**config.mk**
```make
export PLATFORM = sky130hd
export DESIGN_NAME = sw_sysref_window_monitor
export DESIGN_NICKNAME = d
export VERILOG_FILES = /design/src/rtl/sw_pkg.sv /design/src/rtl/sw_event_if.sv /design/src/rtl/sw_sysref_window_monitor.sv /design/src/rtl/sw_tap_sync.sv /design/src/rtl/sw_window_decode.sv
export SDC_FILE = /design/constraint.sdc
export NUM_CORES = 1
export LEC_CHECK = 0
export BUFFER_PORTS_ARGS = -buffer_cell sky130_fd_sc_hd__buf_2
export CAP_MARGIN = 0
export CORE_MARGIN = 4
export CORE_UTILIZATION = 55
export CTS_CLUSTER_DIAMETER = 40
export DETAILED_ROUTE_END_ITERATION = 8
export GPL_ROUTABILITY_DRIVEN = 0
export PLACE_DENSITY = 0.77
export SYNTH_ARGS = -nofsm -noshare
export SYNTH_HDL_FRONTEND = slang
export SYNTH_SLANG_ARGS = --single-unit
```
**constraint.sdc**
```tcl
create_clock -name clk_in -period 3.8 [get_ports clk_in]
set_input_delay 0.19 -clock clk_in [delete_from_list [all_inputs] [get_ports clk_in]]
set_output_delay 0.19 -clock clk_in [all_outputs]
set_load 0.005 [all_outputs]
```
**src/rtl/sw_pkg.sv**
```systemverilog
// Constants shared by the sync-reference window monitor
package sw_pkg;
	localparam int ADDR_W = 12;
	localparam int DATA_W = 8;
	localparam int NUM_WIN = 5;
	localparam int NUM_TAPS = NUM_WIN + 1;
	localparam int IRQ_W = 3;

	// Register addresses
	localparam logic [ADDR_W-1:0] CLEAR_ADDR = 12'h0102;
	localparam logic [ADDR_W-1:0] STATUS_ADDR = 12'h0140;
	localparam logic [ADDR_W-1:0] CTRL_ADDR = 12'h0180;
	localparam logic [ADDR_W-1:0] IRQ_STAT_ADDR = 12'h0181;
	localparam logic [ADDR_W-1:0] IRQ_MASK_ADDR = 12'h0182;
	localparam logic [ADDR_W-1:0] EDGE_CNT_ADDR = 12'h0183;

	// Status register fields
	localparam int WIN_LSB = 0;
	localparam int WIN_MSB = 4;
	localparam int ANY_BIT = 5;
	localparam int SEEN_BIT = 6;
	localparam int CLR_SEEN_BIT = 6;
	localparam int CENTER_WIN = 1;

	// Control and interrupt fields
	localparam int CTRL_EN_BIT = 0;
	localparam logic [DATA_W-1:0] CTRL_RESET = 8'h01;
	localparam logic [IRQ_W-1:0] IRQ_MASK_RESET = 3'h0;
	localparam int IRQ_UPD_BIT = 0;
	localparam int IRQ_SEEN_BIT = 1;
	localparam int IRQ_OFFCTR_BIT = 2;

	// Tap positions of the delay line relative to the capture point
	localparam int TAP_LEAD_PS = 60;
	localparam int TAP_STEP_PS = 40;
	localparam int TAP_LAG_PS = 140;
endpackage

```
**src/rtl/sw_event_if.sv**
```systemverilog
// Window result carrier between decoder and register block
`timescale 1ns/1ps
interface sw_event_if;
	logic update;
	logic [sw_pkg::NUM_WIN-1:0] flags;
	modport src (output update, flags);
	modport dst (input update, flags);
endinterface

```
**src/rtl/sw_sysref_window_monitor.sv**
```systemverilog
// Sync-reference window monitor: capture, window flags, status registers
//
// Notes on behaviour
// - Reference captured on sampling clock falling edge.
// - Flag raised for edges within -60/+140 ps.
// - Windows one and two: lead far, centre.
// - Windows three to five: lag near, mid, far.
// - All window flags refresh on each reference rising edge.
// - Bit five is OR of window flags.
// - Seen flag sticky until clear bit or reset.
`timescale 1ns/1ps
module sw_sysref_window_monitor (
	input wire logic clk_in,
	input wire logic rst_in,
	input wire logic sysref_pin_in,
	input wire logic [sw_pkg::NUM_TAPS-1:0] tap_pins_in,
	input wire logic [sw_pkg::ADDR_W-1:0] addr_in,
	input wire logic [sw_pkg::DATA_W-1:0] wr_data_in,
	input wire logic wr_in,
	input wire logic rd_in,
	output logic [sw_pkg::DATA_W-1:0] rd_data_out,
	output logic irq_out,
	output logic sync_seen_flag_out,
	output logic [sw_pkg::NUM_WIN-1:0] timing_window_flags_out
);
	import sw_pkg::*;

	typedef struct packed {
		logic [NUM_WIN-1:0] win;
		logic any_win;
		logic seen;
		logic enable;
		logic [IRQ_W-1:0] irq_stat;
		logic [IRQ_W-1:0] irq_mask;
		logic [DATA_W-1:0] edge_cnt;
		logic [DATA_W-1:0] rd_data;
		logic irq;
	} sw_mon_state_t;

	sw_mon_state_t st_reg;
	sw_mon_state_t st_next;

	logic sysref_sync;
	logic [NUM_TAPS-1:0] taps_sync;
	logic [DATA_W-1:0] status_word;
	logic [IRQ_W-1:0] irq_set;
	logic wr_clear;
	logic wr_irq_stat;

	sw_event_if ev ();

	sw_tap_sync #(.W(1)) u_ref_sync (
		.clk_in(clk_in),
		.rst_in(rst_in),
		.pin_in(sysref_pin_in),
		.sync_out(sysref_sync)
	);

	sw_tap_sync #(.W(NUM_TAPS)) u_tap_sync (
		.clk_in(clk_in),
		.rst_in(rst_in),
		.pin_in(tap_pins_in),
		.sync_out(taps_sync)
	);

	sw_window_decode u_decode (
		.clk_in(clk_in),
		.rst_in(rst_in),
		.sysref_in(sysref_sync),
		.taps_in(taps_sync),
		.enable_in(st_reg.enable),
		.ev(ev)
	);

	always_comb begin
		status_word = '0;
		status_word[WIN_MSB:WIN_LSB] = st_reg.win;
		status_word[ANY_BIT] = st_reg.any_win;
		status_word[SEEN_BIT] = st_reg.seen;
	end

	always_comb begin
		wr_clear = wr_in && (addr_in == CLEAR_ADDR);
		wr_irq_stat = wr_in && (addr_in == IRQ_STAT_ADDR);
		irq_set = '0;
		if (ev.update) begin
			irq_set[IRQ_UPD_BIT] = 1'b1;
			irq_set[IRQ_SEEN_BIT] = !st_reg.seen;
			irq_set[IRQ_OFFCTR_BIT] = |(ev.flags & ~(5'h01 << CENTER_WIN));
		end
	end

	always_comb begin
		st_next = st_reg;
		st_next.rd_data = '0;

		// Software clear of the seen flag; a same-cycle detection wins
		if (wr_clear && wr_data_in[CLR_SEEN_BIT]) begin
			st_next.seen = 1'b0;
		end

		if (ev.update) begin
			st_next.win = ev.flags;
			st_next.any_win = |ev.flags;
			st_next.seen = 1'b1;
		end

		if (wr_in && addr_in == CTRL_ADDR) begin
			st_next.enable = wr_data_in[CTRL_EN_BIT];
		end
		if (wr_in && addr_in == IRQ_MASK_ADDR) begin
			st_next.irq_mask = wr_data_in[IRQ_W-1:0];
		end

		// Counter write clears it; an edge in the same cycle counts as one
		if (wr_in && addr_in == EDGE_CNT_ADDR) begin
			st_next.edge_cnt = ev.update ? 8'h01 : 8'h00;
		end else if (ev.update) begin
			st_next.edge_cnt = st_reg.edge_cnt + 8'h01;
		end

		// Write one to clear, new events win
		if (wr_irq_stat) begin
			st_next.irq_stat = st_reg.irq_stat & ~wr_data_in[IRQ_W-1:0];
		end
		st_next.irq_stat = st_next.irq_stat | irq_set;
		st_next.irq = |(st_next.irq_stat & st_next.irq_mask);

		if (rd_in) begin
			unique case (addr_in)
				STATUS_ADDR: st_next.rd_data = status_word;
				CLEAR_ADDR: st_next.rd_data = '0;
				CTRL_ADDR: st_next.rd_data = {7'h00, st_reg.enable};
				IRQ_STAT_ADDR: st_next.rd_data = {5'h00, st_reg.irq_stat};
				IRQ_MASK_ADDR: st_next.rd_data = {5'h00, st_reg.irq_mask};
				EDGE_CNT_ADDR: st_next.rd_data = st_reg.edge_cnt;
				default: st_next.rd_data = '0;
			endcase
		end
	end

	always_ff @(posedge clk_in or posedge rst_in) begin
		if (rst_in) begin
			st_reg <= '0;
			st_reg.enable <= CTRL_RESET[CTRL_EN_BIT];
			st_reg.irq_mask <= IRQ_MASK_RESET;
		end else begin
			st_reg <= st_next;
		end
	end

	assign rd_data_out = st_reg.rd_data;
	assign irq_out = st_reg.irq;
	assign sync_seen_flag_out = st_reg.seen;
	assign timing_window_flags_out = st_reg.win;
endmodule

```
**src/rtl/sw_tap_sync.sv**
```systemverilog
// Two-stage synchroniser, first stage on the falling clock edge
`timescale 1ns/1ps
module sw_tap_sync #(
	parameter int W = 1
) (
	input wire logic clk_in,
	input wire logic rst_in,
	input wire logic [W-1:0] pin_in,
	output logic [W-1:0] sync_out
);
	logic [W-1:0] fall_reg;

	// Capture point is the falling edge of the sampling clock
	always_ff @(negedge clk_in or posedge rst_in) begin
		if (rst_in) begin
			fall_reg <= '0;
		end else begin
			fall_reg <= pin_in;
		end
	end

	always_ff @(posedge clk_in or posedge rst_in) begin
		if (rst_in) begin
			sync_out <= '0;
		end else begin
			sync_out <= fall_reg;
		end
	end
endmodule

```
**src/rtl/sw_window_decode.sv**
```systemverilog
// Turns delay-line taps into window flags on each reference rising edge
`timescale 1ns/1ps
module sw_window_decode (
	input wire logic clk_in,
	input wire logic rst_in,
	input wire logic sysref_in,
	input wire logic [sw_pkg::NUM_TAPS-1:0] taps_in,
	input wire logic enable_in,
	sw_event_if.src ev
);
	import sw_pkg::*;

	typedef struct packed {
		logic prev;
		logic update;
		logic [NUM_WIN-1:0] flags;
	} sw_dec_state_t;

	sw_dec_state_t st_reg;
	sw_dec_state_t st_next;

	always_comb begin
		st_next = st_reg;
		st_next.prev = sysref_in;
		st_next.update = 1'b0;
		if (enable_in && sysref_in && !st_reg.prev) begin
			st_next.update = 1'b1;
			for (int i = 0; i < NUM_WIN; i++) begin
				// A level change between neighbouring taps places the edge in window i
				st_next.flags[i] = taps_in[i] ^ taps_in[i+1];
			end
		end
	end

	always_ff @(posedge clk_in or posedge rst_in) begin
		if (rst_in) begin
			st_reg <= '0;
		end else begin
			st_reg <= st_next;
		end
	end

	assign ev.update = st_reg.update;
	assign ev.flags = st_reg.flags;
endmodule

```
==> results of run 1 <==
-- worst max path at each step --
stage / cells past startpoint / slack [ns] / start / end
floorplan: 1 / 0.55 / rst_in / u_ref_sync.fall_reg
global placement: 1 / 1.46 / tap_pins_in[4] / u_tap_sync.fall_reg[4]
detailed placement: 1 / 1.45 / tap_pins_in[0] / u_tap_sync.fall_reg[0]
CTS: 0 / 1.43 / u_tap_sync.fall_reg[0] / u_tap_sync.sync_out[0]
global route: 0 / 1.42 / u_tap_sync.fall_reg[0] / u_tap_sync.sync_out[0]
finish: 0 / 1.43 / u_tap_sync.fall_reg[0] / u_tap_sync.sync_out[0]
-- synthesized netlist by cell type (all sizes together) --
library cell  count
nor2b             2
and4              2
or2b              1
mux4              1
dfrtp            44
a21boi            1
dfrtn             7
o211ai            1
nor2             16
nand2            16
a21bo             2
and3              2
a21o              2
and4bb            1
o21ai             6
ha                1
a221o             1
xor2              4
nor4b             2
dfstp             1
nand2b            2
nand3b            2
nor4              1
nand4             5
inv               3
buf              15
mux2i             1
o41ai             1
and2              2
clkbuf            3
mux2             10
nand3             2
a21oi             2
xnor2             8
and3b             1
a22oi             7
-- kinds of logic (layout without fill, tap and decap cells) --
logic type | after synthesis | count (layout) | share of synthesized area
simple gates | 57 | 57 | 0.1540
flops | 52 | 52 | 0.5915
compound gates | 23 | 23 | 0.07330
buf+inv | 21 | 53 | 0.06022
xor+xnor | 12 | 12 | 0.04773
mux | 12 | 12 | 0.06761
fa+ha+maj | 1 | 1 | 0.005681
-- power breakdown --
part	internal (W)	leakage, nW	switching [W]	total [W]
clock network	0.000131	0.0395	0.000162	0.000293
logic	0.0000220	0.447	0.0000266	0.0000486
registers	0.000565	0.641	0.00000645	0.000571
-- per-stage QoR --
step | cells | cell area (um^2)
3_3_place_gp | 250 | 2354
6_report | 258 | 2434
3_5_place_dp | 250 | 2354
5_1_grt | 258 | 2434
2_1_floorplan | 178 | 2202
4_1_cts | 258 | 2434
-- routing by layer --
layer,track usage,up-vias,share of wire
met3,0.06171,11,0.074
met4,0.08142,0,0.025
met1,0.1915,682,0.40
met5,0,-,0
met2,0.2776,49,0.51
li1,-,663,-
-- layout make-up --
type                    count  area share
flip-flops and latches     52      0.5352
clock buffers               8     0.03290
multi-input cells         105      0.3152
repair buffers             42     0.08740
well taps                  48     0.02468
inverters                   3    0.004627
==> impl_results.html, run 1 <==
<table>
<tr><th>Metric</th><th>Value</th></tr>
<tr><th colspan="2">Clock network</th></tr>
<tr><td>Sink count of the clock tree</td><td>52</td></tr>
<tr><td>CTS Buf Count</td><td>5</td></tr>
<tr><td>Root buffer selected by CTS</td><td>sky130_fd_sc_hd__clkbuf_8</td></tr>
<tr><td>Latest clock arrival within the worst-skew pair</td><td>0.30 ns</td></tr>
<tr><td>TritonCTS clock tree</td><td>built</td></tr>
<tr><td>Post-CTS setup buffer count</td><td>0</td></tr>
<tr><td>Number of hold buffers added after cts</td><td>0</td></tr>
<tr><td>H-tree depth</td><td>2</td></tr>
<tr><td>Cells resized by post-CTS repair</td><td>0</td></tr>
<tr><td>Maximum root-to-sink buffer count</td><td>2</td></tr>
<tr><td>Clock transition at path regs</td><td>0.09 ns</td></tr>
<tr><th colspan="2">Final layout</th></tr>
<tr><td>Final-layout fill cell count</td><td>290</td></tr>
<tr><td>Ant diodes</td><td>0</td></tr>
<tr><td>Most common cell after layout, fill and taps aside</td><td>sky130_fd_sc_hd__dfrtp_1</td></tr>
<tr><td>Number of flip-flops under the largest register name</td><td>16</td></tr>
<tr><td>Leading cell types in the layout, fill and taps excluded</td><td>sky130_fd_sc_hd__dfrtp_1 (44), sky130_fd_sc_hd__buf_2 (41), sky130_fd_sc_hd__nand2_1 (16), sky130_fd_sc_hd__nor2_1 (16), sky130_fd_sc_hd__mux2_2 (9)</td></tr>
<tr><td>Area of all sequential standard cells</td><td>1303 um^2</td></tr>
<tr><td>Final-stage net count</td><td>241</td></tr>
<tr><td>Share of cells above drive strength 1</td><td>0.3381</td></tr>
<tr><td>Area Growth Syn to Fin</td><td>10.51%</td></tr>
<tr><td>Area occupied by multi-input gates</td><td>767.0 um^2</td></tr>
<tr><td>Final design utilization</td><td>0.6453</td></tr>
<tr><th colspan="2">STA</th></tr>
<tr><td>Unrepaired setup endpoints after global routing</td><td>false</td></tr>
<tr><td>Hold Worst Slack</td><td>0.1131 ns</td></tr>
<tr><td>Endpoints failing setup</td><td>0</td></tr>
<tr><td>Worst slew margin relative to its limit</td><td>0.3614</td></tr>
<tr><td>Summed negative setup slack over all endpoints</td><td>0 ns</td></tr>
<tr><td>Slew of the pin with the lowest slew margin</td><td>0.9446 ns</td></tr>
<tr><td>Clock Skews</td><td>0.01098 ns</td></tr>
<tr><td>Final max-slew violation count</td><td>0</td></tr>
<tr><td>Final-report hold violation count</td><td>0</td></tr>
<tr><td>Worst setup slack after layout</td><td>1.432 ns</td></tr>
<tr><th colspan="2">GRT</th></tr>
<tr><td>Vias in the first global route</td><td>1428</td></tr>
<tr><td>Gr ovfl total</td><td>0</td></tr>
<tr><td>Overall fraction of global-route tracks in use</td><td>0.1676</td></tr>
<tr><td>Global-route wire length before repair</td><td>6.472 mm</td></tr>
<tr><td>Largest net degree at the start of global routing</td><td>46</td></tr>
<tr><td>Initial antenna violation count</td><td>0</td></tr>
<tr><th colspan="2">Power and ir drop</th></tr>
<tr><td>VDD IR-drop max</td><td>0.0002909 V</td></tr>
<tr><td>Cell leakage power</td><td>1.128 nW</td></tr>
<tr><td>Total power after layout</td><td>0.0009123 W</td></tr>
<tr><td>Power Dens Cells</td><td>374.9 nW/um^2</td></tr>
<tr><th colspan="2">Detailed routing</th></tr>
<tr><td>DR pass1 iterations</td><td>4</td></tr>
<tr><td>Via-to-Cell Ratio</td><td>5.446</td></tr>
<tr><td>DR WL/cell</td><td>15.23 um</td></tr>
<tr><td>Number of design rule violations left after detail routing</td><td>0</td></tr>
<tr><td>Total detailed-routing wirelength</td><td>3.930 mm</td></tr>
<tr><td>DRC marker count from the first detailed-route iteration</td><td>118</td></tr>
<tr><td>Via count</td><td>1405</td></tr>
<tr><td>DRT antenna net count</td><td>0</td></tr>
<tr><th colspan="2">Setup path</th></tr>
<tr><td>Startpoint of the worst register-to-register path</td><td>u_tap_sync.fall_reg[0]</td></tr>
<tr><td>Type of destination of the critical path</td><td>register</td></tr>
<tr><td>Cells on worst reg2reg path</td><td>0</td></tr>
<tr><td>Startpoint-to-endpoint class of the critical path</td><td>reg2reg</td></tr>
<tr><td>Crit Reg-Reg Endpoint</td><td>u_tap_sync.sync_out[0]</td></tr>
<tr><td>Max FO, Critical Path</td><td>1</td></tr>
<tr><td>Worst Setup Start Kind</td><td>register</td></tr>
<tr><td>Register-to-register setup slack</td><td>1.43 ns</td></tr>
<tr><td>Data required, critical path</td><td>4.03 ns</td></tr>
<tr><td>Data arrival time at the worst-slack endpoint</td><td>2.60 ns</td></tr>
<tr><th colspan="2">Place</th></tr>
<tr><td>Worst-case setup slack after placement</td><td>1.453 ns</td></tr>
<tr><td>HPWL after DPL</td><td>2.919 mm</td></tr>
<tr><td>Port Buffers</td><td>41</td></tr>
<tr><th colspan="2">Yosys</th></tr>
<tr><td>Post-synthesis sequential element count</td><td>52</td></tr>
<tr><td>Number of standard cells after synthesis</td><td>178</td></tr>
<tr><td>Share of synthesized area occupied by flip-flops and latches</td><td>0.5915</td></tr>
<tr><td>Top cell type by total area after synthesis</td><td>sky130_fd_sc_hd__dfrtp_1</td></tr>
<tr><td>Fraction of synthesized cell area taken by the top area cell type</td><td>0.5000</td></tr>
<tr><td>Summed instance area of the synthesized netlist</td><td>2202 um^2</td></tr>
<tr><td>Synthesized area per cell</td><td>12.37 um^2</td></tr>
<tr><td>Number of nets produced by synthesis</td><td>210</td></tr>
<tr><td>Yosys warning count</td><td>0</td></tr>
<tr><td>Yosys cell types</td><td>42</td></tr>
<tr><td>Cell types occupying the most area after synthesis</td><td>sky130_fd_sc_hd__dfrtp_1 (50%), sky130_fd_sc_hd__dfrtn_1 (8.0%), sky130_fd_sc_hd__buf_4 (4.8%), sky130_fd_sc_hd__mux2_2 (4.6%), sky130_fd_sc_hd__xnor2_1 (3.2%)</td></tr>
<tr><th colspan="2">Flow run</th></tr>
<tr><td>Max Cap Viol</td><td>0</td></tr>
<tr><th colspan="2">Floorplanning</th></tr>
<tr><td>Die Y</td><td>71.28 um</td></tr>
<tr><td>Standard-cell rows</td><td>22</td></tr>
<tr><td>Starting density of the core</td><td>0.5839</td></tr>
<tr><td>X dimension of the die</td><td>71.28 um</td></tr>
<tr><td>Ports</td><td>46</td></tr>
<tr><td>Core Box Area</td><td>3771 um^2</td></tr>
<tr><td>Die ar.</td><td>5080 um^2</td></tr>
<tr><th colspan="2">Run status</th></tr>
<tr><td>Status</td><td>complete, no violations</td></tr>
<tr><th colspan="2">Hold path</th></tr>
<tr><td>Start point of the worst hold path</td><td>rd_in</td></tr>
<tr><td>Hold WC Path Type</td><td>in2reg</td></tr>
<tr><td>Worst Hold Depth</td><td>3</td></tr>
<tr><td>End point of the most critical hold path</td><td>rd_data_out[0]</td></tr>
</table>
Power figures use the tool's default switching activity.
==> inputs of run 2 (changes only) <==
--- a/config.mk
+++ b/config.mk
@@ -8,11 +8,11 @@
 export BUFFER_PORTS_ARGS = -buffer_cell sky130_fd_sc_hd__buf_2
 export CAP_MARGIN = 0
 export CORE_MARGIN = 4
-export CORE_UTILIZATION = 55
+export CORE_UTILIZATION = 53
 export CTS_CLUSTER_DIAMETER = 40
 export DETAILED_ROUTE_END_ITERATION = 8
 export GPL_ROUTABILITY_DRIVEN = 0
-export PLACE_DENSITY = 0.77
+export PLACE_DENSITY = 0.75
 export SYNTH_ARGS = -nofsm -noshare
 export SYNTH_HDL_FRONTEND = slang
 export SYNTH_SLANG_ARGS = --single-unit
==> constraint.sdc (replaced) <==
create_clock -name clk_in -period 2.3 [get_ports clk_in]
set_input_delay 0.115 -clock clk_in [delete_from_list [all_inputs] [get_ports clk_in]]
set_output_delay 0.115 -clock clk_in [all_outputs]
set_load 0.005 [all_outputs]
==> run 2 against run 1 <==
Against the previous run:
- combinational power rose by 67%
- worst setup slack worse by 0.93 ns
- non-clock buffer count up 2
- worst hold slack got worse by 0.059 ns
- clock skew increased by 0.0016 ns
- design area rose by 1.2%
- critical endpoint is now u_tap_sync.fall_reg[4]
- highest routed layer unchanged
==> impl_results.html, run 2 (synthesis results as in run 1) <==
<table>
<tr><th>Metric</th><th>Value</th></tr>
<tr><th colspan="2">Floorplanning</th></tr>
<tr><td>Standard-cell rows</td><td>23 (+4.5%)</td></tr>
<tr><td>X dimension of the die</td><td>72.46 um (+1.7%)</td></tr>
<tr><td>Die ar.</td><td>5250 um^2 (+3.4%)</td></tr>
<tr><td>Ports</td><td>46 (unchanged)</td></tr>
<tr><td>Core Box Area</td><td>4000 um^2 (+6.1%)</td></tr>
<tr><td>Starting density of the core</td><td>0.5505 (-0.03343)</td></tr>
<tr><td>Die Y</td><td>72.46 um (+1.7%)</td></tr>
<tr><th colspan="2">Setup path</th></tr>
<tr><td>Worst Setup Start Kind</td><td>primary input</td></tr>
<tr><td>Largest incremental delay on the critical path</td><td>0.53 ns</td></tr>
<tr><td>Cell family contributing the most delay on the critical path</td><td>buffers and inverters</td></tr>
<tr><td>Data required, critical path</td><td>1.65 ns (-2.38 ns)</td></tr>
<tr><td>Data arrival time at the worst-slack endpoint</td><td>1.15 ns (-1.45 ns)</td></tr>
<tr><td>Type of destination of the critical path</td><td>async pin</td></tr>
<tr><td>Cell Chain, Critical Path</td><td>dlygate4sd3_1, buf_2, clkinvlp_4</td></tr>
<tr><td>Slowest-stage cell, CP</td><td>sky130_fd_sc_hd__dlygate4sd3_1</td></tr>
<tr><td>Startpoint-to-endpoint class of the critical path</td><td>in2async</td></tr>
<tr><td>Max FO, Critical Path</td><td>27 (+26)</td></tr>
<tr><td>Critical path buffers and inverters</td><td>3</td></tr>
<tr><th colspan="2">Place</th></tr>
<tr><td>Worst-case setup slack after placement</td><td>0.5795 ns (-0.8733 ns)</td></tr>
<tr><td>Port Buffers</td><td>41 (unchanged)</td></tr>
<tr><td>HPWL after DPL</td><td>2.972 mm (+1.8%)</td></tr>
<tr><th colspan="2">STA</th></tr>
<tr><td>Clock Skews</td><td>0.01254 ns (+0.001557 ns)</td></tr>
<tr><td>Final-report hold violation count</td><td>0 (unchanged)</td></tr>
<tr><td>Endpoints failing setup</td><td>0 (unchanged)</td></tr>
<tr><td>Slew of the pin with the lowest slew margin</td><td>0.8461 ns (-0.09842 ns)</td></tr>
<tr><td>Worst setup slack after layout</td><td>0.5053 ns (-0.9269 ns)</td></tr>
<tr><td>Final max-slew violation count</td><td>0 (unchanged)</td></tr>
<tr><td>Unrepaired setup endpoints after global routing</td><td>false</td></tr>
<tr><td>Hold Worst Slack</td><td>0.05402 ns (-0.05906 ns)</td></tr>
<tr><td>Summed negative setup slack over all endpoints</td><td>0 ns (unchanged)</td></tr>
<tr><td>Worst slew margin relative to its limit</td><td>0.4280 (+0.06653)</td></tr>
<tr><th colspan="2">Final layout</th></tr>
<tr><td>Area Growth Syn to Fin</td><td>11.82%</td></tr>
<tr><td>Leading cell types in the layout, fill and taps excluded</td><td>sky130_fd_sc_hd__dfrtp_1 (44), sky130_fd_sc_hd__buf_2 (41), sky130_fd_sc_hd__nand2_1 (16), sky130_fd_sc_hd__nor2_1 (16), sky130_fd_sc_hd__mux2_2 (9)</td></tr>
<tr><td>Most common cell after layout, fill and taps aside</td><td>sky130_fd_sc_hd__dfrtp_1</td></tr>
<tr><td>Final design utilization</td><td>0.6156 (-0.02974)</td></tr>
<tr><td>Ant diodes</td><td>0 (unchanged)</td></tr>
<tr><td>Number of flip-flops under the largest register name</td><td>16 (unchanged)</td></tr>
<tr><td>Share of cells above drive strength 1</td><td>0.3491 (+0.01096)</td></tr>
<tr><td>Final-stage net count</td><td>243 (+0.83%)</td></tr>
<tr><th colspan="2">Hold path</th></tr>
<tr><td>Hold WC Path Type</td><td>in2reg</td></tr>
<tr><th colspan="2">Power and ir drop</th></tr>
<tr><td>Total power after layout</td><td>0.001514 W (+66%)</td></tr>
<tr><td>Part of the power in the clock network</td><td>0.323 (+0.002)</td></tr>
<tr><td>Power Dens Cells</td><td>614.7 nW/um^2 (+64%)</td></tr>
<tr><td>VDD IR-drop max</td><td>0.0005529 V (+90%)</td></tr>
<tr><td>Proportion of power drawn by flip-flops and latches</td><td>0.623 (-0.003)</td></tr>
<tr><td>Share of power burned in combinational logic</td><td>0.054 (about the same)</td></tr>
<tr><td>Cell leakage power</td><td>1.135 nW (+0.64%)</td></tr>
<tr><td>Internal Power</td><td>0.001183 W (+65%)</td></tr>
<tr><td>Switch share</td><td>0.2183 (+0.004872)</td></tr>
<tr><td>Reported net switching power</td><td>0.0003304 W (+70%)</td></tr>
<tr><th colspan="2">Detailed routing</th></tr>
<tr><td>DR WL/cell</td><td>14.78 um (-3.0%)</td></tr>
<tr><td>Via-to-Cell Ratio</td><td>5.466 (+0.37%)</td></tr>
<tr><td>DR pass1 iterations</td><td>4 (unchanged)</td></tr>
<tr><td>DRT antenna net count</td><td>0 (unchanged)</td></tr>
<tr><td>Total detailed-routing wirelength</td><td>3.873 mm (-1.5%)</td></tr>
<tr><td>DRC marker count from the first detailed-route iteration</td><td>103 (-13%)</td></tr>
<tr><td>Number of design rule violations left after detail routing</td><td>0 (unchanged)</td></tr>
<tr><td>Via count</td><td>1432 (+1.9%)</td></tr>
<tr><th colspan="2">Clock network</th></tr>
<tr><td>Sink count of the clock tree</td><td>52 (unchanged)</td></tr>
<tr><td>TritonCTS clock tree</td><td>built</td></tr>
<tr><td>Latest clock arrival within the worst-skew pair</td><td>0.30 ns (about the same)</td></tr>
<tr><td>Root buffer selected by CTS</td><td>sky130_fd_sc_hd__clkbuf_8</td></tr>
<tr><td>Cells resized by post-CTS repair</td><td>0 (unchanged)</td></tr>
<tr><td>H-tree depth</td><td>2 (unchanged)</td></tr>
<tr><td>CTS Buf Count</td><td>5 (unchanged)</td></tr>
<tr><td>Maximum root-to-sink buffer count</td><td>2 (unchanged)</td></tr>
<tr><td>Clock transition at path regs</td><td>0.09 ns (about the same)</td></tr>
<tr><td>Post-CTS setup buffer count</td><td>0 (unchanged)</td></tr>
<tr><th colspan="2">Flow run</th></tr>
<tr><td>Max Cap Viol</td><td>0 (unchanged)</td></tr>
<tr><th colspan="2">GRT</th></tr>
<tr><td>Largest net degree at the start of global routing</td><td>28 (-39%)</td></tr>
<tr><td>Vias in the first global route</td><td>1479 (+3.6%)</td></tr>
<tr><td>Overall fraction of global-route tracks in use</td><td>0.1643 (-0.003312)</td></tr>
<tr><td>Initial antenna violation count</td><td>0 (unchanged)</td></tr>
<tr><td>Gr ovfl total</td><td>0 (unchanged)</td></tr>
<tr><td>Global-route wire length before repair</td><td>6.596 mm (+1.9%)</td></tr>
<tr><th colspan="2">Run status</th></tr>
<tr><td>Status</td><td>complete, no violations</td></tr>
</table>
[run 2: changes by cell type in the layout (fill, tap and decap cells not counted), sizes merged]
cell	before	now
dlygate4sd3	0	1
clkbuf	8	6
buf	42	43
clkinv	0	1
clkinvlp	0	2
inv	3	2
[run 2: timing repair]
action | in CTS | in global routing
hold endpoints to repair | 18 | 0
endpoints found under the setup margin | 0 | 0
hold buffers | 1 | 0
[run 2: final cells by class]
| type | count | area [um^2] |
|---|---|---|
| fill | 321 | 1538 |
| sequential | 52 | 1303 |
| multi-input combinational | 105 | 767.0 |
| timing repair buffer | 44 | 230.2 |
| clock buffer | 6 | 72.57 |
| tap | 50 | 62.56 |
| inverter | 3 | 15.01 |
| clock inverter | 2 | 12.51 |
[run 2: worst paths after layout]
path	from	endpoint	slack, ns	cells past startpoint
worst max-delay path	rst_in	u_tap_sync.fall_reg[4]	0.51	3
min in group asynchronous	rst_in	u_tap_sync.sync_out[3]	0.41	3
worst min register to register	u_ref_sync.sync_out	u_decode.st_reg[6]	0.39	0
worst max register to register	u_tap_sync.fall_reg[3]	u_tap_sync.sync_out[3]	0.70	0
max in group clk_in	u_tap_sync.fall_reg[3]	u_tap_sync.sync_out[3]	0.70	0
worst min-delay path	rd_in	rd_data_out[0]	0.05	3
[run 2: per-layer routing]
metal	vias up	GRT usage	wire length (um)
met5	-	0	0
met4	0	0.07172	82
met3	10	0.05263	296
met2	53	0.2882	1995
met1	705	0.1822	1498
li1	664	-	-
[run 2: power by group through the flow]
stage	clock network, W	logic, W	registers [W]
after floorplan	0	0.0000407	0.000959
after global placement	0	0.0000782	0.000961
after detailed placement	0	0.0000816	0.000962
after CTS	0.000507	0.0000832	0.000944
after global routing	0.000552	0.0000928	0.000946
final	0.000489	0.0000811	0.000944
[run 2: tightest hold or removal path: cells and delay by family]
kind | cells | cell delay (ns)
AND/OR/NAND/NOR | 2 | 0.09
buffers and inverters | 1 | 0.11
[run 2: through the flow]
stage,std cells,cell area (um^2)
after global placement,253,2367
final,262,2462
after floorplan,178,2206
after CTS,262,2462
after detailed placement,253,2367
after global routing,262,2462
==> inputs of run 3 (changes only) <==
==> constraint.sdc (replaced) <==
create_clock -name clk_in -period 1.7 [get_ports clk_in]
set_input_delay 0.085 -clock clk_in [delete_from_list [all_inputs] [get_ports clk_in]]
set_output_delay 0.085 -clock clk_in [all_outputs]
set_load 0.005 [all_outputs]
==> run 3 against run 2 <==
Against the previous run:
- register-to-register slack worse by 0.49 ns
- sequential share of layout area fell by 2.0 points
- power grew 49%
- via count is 0.77% higher
- die area unchanged
- first-iteration DRC count up 17%
- worst hold slack got worse by 0.0059 ns
- largest power group unchanged
- worst setup slack lost 0.30 ns
- sequential cell count stayed put
- sequential power up 36%
- clock skew shrank 0.0019 ns
==> impl_results.html, run 3 (synthesis results as in run 1) <==
<table>
<tr><th>Metric</th><th>Value</th></tr>
<tr><th colspan="2">Floorplanning</th></tr>
<tr><td>Standard-cell rows</td><td>23 (unchanged)</td></tr>
<tr><td>X dimension of the die</td><td>72.46 um (unchanged)</td></tr>
<tr><td>Die ar.</td><td>5250 um^2 (unchanged)</td></tr>
<tr><td>Ports</td><td>46 (unchanged)</td></tr>
<tr><td>Starting density of the core</td><td>0.5505 (unchanged)</td></tr>
<tr><td>Core Box Area</td><td>4000 um^2 (unchanged)</td></tr>
<tr><td>Die Y</td><td>72.46 um (unchanged)</td></tr>
<tr><th colspan="2">STA</th></tr>
<tr><td>Final critical delay including setup and external delays</td><td>1.494 ns</td></tr>
<tr><td>Upper clock frequency limit</td><td>669.1 MHz</td></tr>
<tr><td>Clock Skews</td><td>0.01063 ns (-0.001911 ns)</td></tr>
<tr><td>Summed negative setup slack over all endpoints</td><td>0 ns (unchanged)</td></tr>
<tr><td>Worst slew margin relative to its limit</td><td>0.6481 (+0.2201)</td></tr>
<tr><td>Unrepaired setup endpoints after global routing</td><td>false</td></tr>
<tr><td>Final-report hold violation count</td><td>0 (unchanged)</td></tr>
<tr><td>Share of the cycle needed by the critical path after routing</td><td>0.8791</td></tr>
<tr><td>Slew of the pin with the lowest slew margin</td><td>0.5256 ns (-0.3206 ns)</td></tr>
<tr><td>Final max-slew violation count</td><td>0 (unchanged)</td></tr>
<tr><td>Hold Worst Slack</td><td>0.04808 ns (-0.005942 ns)</td></tr>
<tr><td>Endpoints failing setup</td><td>0 (unchanged)</td></tr>
<tr><th colspan="2">Detailed routing</th></tr>
<tr><td>DR pass1 iterations</td><td>4 (unchanged)</td></tr>
<tr><td>DR WL/cell</td><td>14.61 um (-1.2%)</td></tr>
<tr><td>Total detailed-routing wirelength</td><td>3.929 mm (+1.4%)</td></tr>
<tr><td>Via count</td><td>1443 (+0.77%)</td></tr>
<tr><td>Via-to-Cell Ratio</td><td>5.364 (-1.9%)</td></tr>
<tr><td>DRC marker count from the first detailed-route iteration</td><td>121 (+17%)</td></tr>
<tr><td>Number of design rule violations left after detail routing</td><td>0 (unchanged)</td></tr>
<tr><td>DRT antenna net count</td><td>0 (unchanged)</td></tr>
<tr><th colspan="2">Final layout</th></tr>
<tr><td>Number of flip-flops under the largest register name</td><td>16 (unchanged)</td></tr>
<tr><td>Ant diodes</td><td>0 (unchanged)</td></tr>
<tr><td>Most common cell after layout, fill and taps aside</td><td>sky130_fd_sc_hd__dfrtp_1</td></tr>
<tr><td>Area Growth Syn to Fin</td><td>16.31%</td></tr>
<tr><td>Leading cell types in the layout, fill and taps excluded</td><td>sky130_fd_sc_hd__dfrtp_1 (44), sky130_fd_sc_hd__buf_2 (41), sky130_fd_sc_hd__nand2_1 (16), sky130_fd_sc_hd__nor2_1 (16), sky130_fd_sc_hd__mux2_2 (9)</td></tr>
<tr><td>Final-stage net count</td><td>250 (+2.9%)</td></tr>
<tr><td>Final-layout fill cell count</td><td>311 (-3.1%)</td></tr>
<tr><td>Non-filler instance count after layout</td><td>269 (+2.7%)</td></tr>
<tr><td>Share of cells above drive strength 1</td><td>0.3744 (+0.02537)</td></tr>
<tr><th colspan="2">Hold path</th></tr>
<tr><td>Worst Hold Depth</td><td>2 (-1)</td></tr>
<tr><td>Hold WC Path Type</td><td>in2reg</td></tr>
<tr><th colspan="2">Place</th></tr>
<tr><td>HPWL after DPL</td><td>2.995 mm (+0.76%)</td></tr>
<tr><td>Number of placed cells counting well taps</td><td>259 (+2.4%)</td></tr>
<tr><td>Port Buffers</td><td>41 (unchanged)</td></tr>
<tr><th colspan="2">Power and ir drop</th></tr>
<tr><td>Cell leakage power</td><td>1.201 nW (+5.8%)</td></tr>
<tr><td>Power Dens Cells</td><td>883.0 nW/um^2 (+44%)</td></tr>
<tr><td>VDD IR-drop max</td><td>0.0006510 V (+18%)</td></tr>
<tr><th colspan="2">GRT</th></tr>
<tr><td>Global-route wire length before repair</td><td>6.713 mm (+1.8%)</td></tr>
<tr><td>Initial antenna violation count</td><td>0 (unchanged)</td></tr>
<tr><td>Vias in the first global route</td><td>1481 (+0.14%)</td></tr>
<tr><td>Overall fraction of global-route tracks in use</td><td>0.1679 (+0.003692)</td></tr>
<tr><td>Gr ovfl total</td><td>0 (unchanged)</td></tr>
<tr><td>Largest net degree at the start of global routing</td><td>27 (-3.6%)</td></tr>
<tr><th colspan="2">Clock network</th></tr>
<tr><td>Sink count of the clock tree</td><td>52 (unchanged)</td></tr>
<tr><td>Latest clock arrival within the worst-skew pair</td><td>0.31 ns (about the same)</td></tr>
<tr><td>H-tree depth</td><td>2 (unchanged)</td></tr>
<tr><td>CTS Buf Count</td><td>5 (unchanged)</td></tr>
<tr><td>Maximum root-to-sink buffer count</td><td>2 (unchanged)</td></tr>
<tr><td>TritonCTS clock tree</td><td>built</td></tr>
<tr><td>Post-CTS setup buffer count</td><td>0 (unchanged)</td></tr>
<tr><td>Root buffer selected by CTS</td><td>sky130_fd_sc_hd__clkbuf_8</td></tr>
<tr><td>Clock transition at path regs</td><td>0.09 ns (about the same)</td></tr>
<tr><th colspan="2">Setup path</th></tr>
<tr><td>Cells on worst reg2reg path</td><td>3 (+3)</td></tr>
<tr><td>Startpoint-to-endpoint class of the critical path</td><td>reg2reg</td></tr>
<tr><td>Type of destination of the critical path</td><td>register</td></tr>
<tr><td>Data required, critical path</td><td>1.89 ns (+0.24 ns)</td></tr>
<tr><td>Worst Setup Start Kind</td><td>register</td></tr>
<tr><td>Data arrival time at the worst-slack endpoint</td><td>1.69 ns (+0.54 ns)</td></tr>
<tr><td>Max FO, Critical Path</td><td>3 (-89%)</td></tr>
<tr><th colspan="2">Run status</th></tr>
<tr><td>Status</td><td>complete, no violations</td></tr>
<tr><th colspan="2">Flow run</th></tr>
<tr><td>Max Cap Viol</td><td>0 (unchanged)</td></tr>
</table>
[run 3: final timing paths]
check / from / to / slack [ns]
max in group asynchronous: rst_in / u_tap_sync.fall_reg[3] / 0.42
min in group asynchronous: rst_in / timing_window_flags_out[2] / 0.29
min: wr_data_in[1] / st_reg[18] / 0.05
max: u_decode.ev.flags[4] / irq_out / 0.21
max reg2reg: u_decode.ev.flags[4] / irq_out / 0.21
min reg2reg: u_ref_sync.sync_out / u_decode.st_reg[6] / 0.39
[run 3: timing repair]
item,in CTS,in global routing
gates resized for setup,0,1
hold buffers,2,0
hold endpoints to repair,9,0
endpoints found under the setup margin,0,1
[run 3: area by class of cell]
| type | count | area (um^2) | area share |
|---|---|---|---|
| clock buffers | 6 | 82.58 | 0.03224 |
| clock inverters | 2 | 38.79 | 0.01514 |
| inverters | 3 | 15.01 | 0.005862 |
| multi-input cells | 105 | 774.5 | 0.3024 |
| flip-flops and latches | 52 | 1303 | 0.5085 |
| well taps | 50 | 62.56 | 0.02443 |
| repair buffers | 51 | 285.3 | 0.1114 |
[run 3: where the power goes]
group | leakage, nW | total (W) | internal (W) | switching [W]
Clock | 0.0614 | 0.000869 | 0.000481 | 0.000388
Sequential | 0.641 | 0.00128 | 0.00126 | 0.0000146
Combinational | 0.498 | 0.000116 | 0.0000560 | 0.0000595
Total | 1.20 | 0.00226 | 0.00180 | 0.000463
[run 3: metrics by stage]
| step | instance area (um^2) | utilization | setup WS (ns) | power [W] |
|---|---|---|---|---|
| floorplan | 2206 | - | 0.2915 | 0.001352 |
| global placement | 2412 | 0.6031 | 0.1160 | 0.001410 |
| detailed placement | 2412 | 0.6031 | 0.1068 | 0.001415 |
| CTS | 2554 | 0.6384 | 0.1464 | 0.002297 |
| global route | 2561 | 0.6403 | 0.1275 | 0.002371 |
| finish | 2561 | 0.6403 | 0.2055 | 0.002262 |
[run 3: layer usage]
layer / share of wire / vias to the layer above / GRT usage
met3: 0.073 / 8 / 0.05817
met1: 0.40 / 708 / 0.1972
met2: 0.50 / 47 / 0.2801
met4: 0.025 / 0 / 0.07172
li1: - / 680 / -
met5: 0 / - / 0
[run 3: worst max-delay path, stage by stage, from the launching register on]
cell and delay (ns):
sky130_fd_sc_hd__dfrtp_1 0.41, sky130_fd_sc_hd__o41ai_2 0.40, sky130_fd_sc_hd__a21bo_2 0.28, sky130_fd_sc_hd__a221o_1 0.29
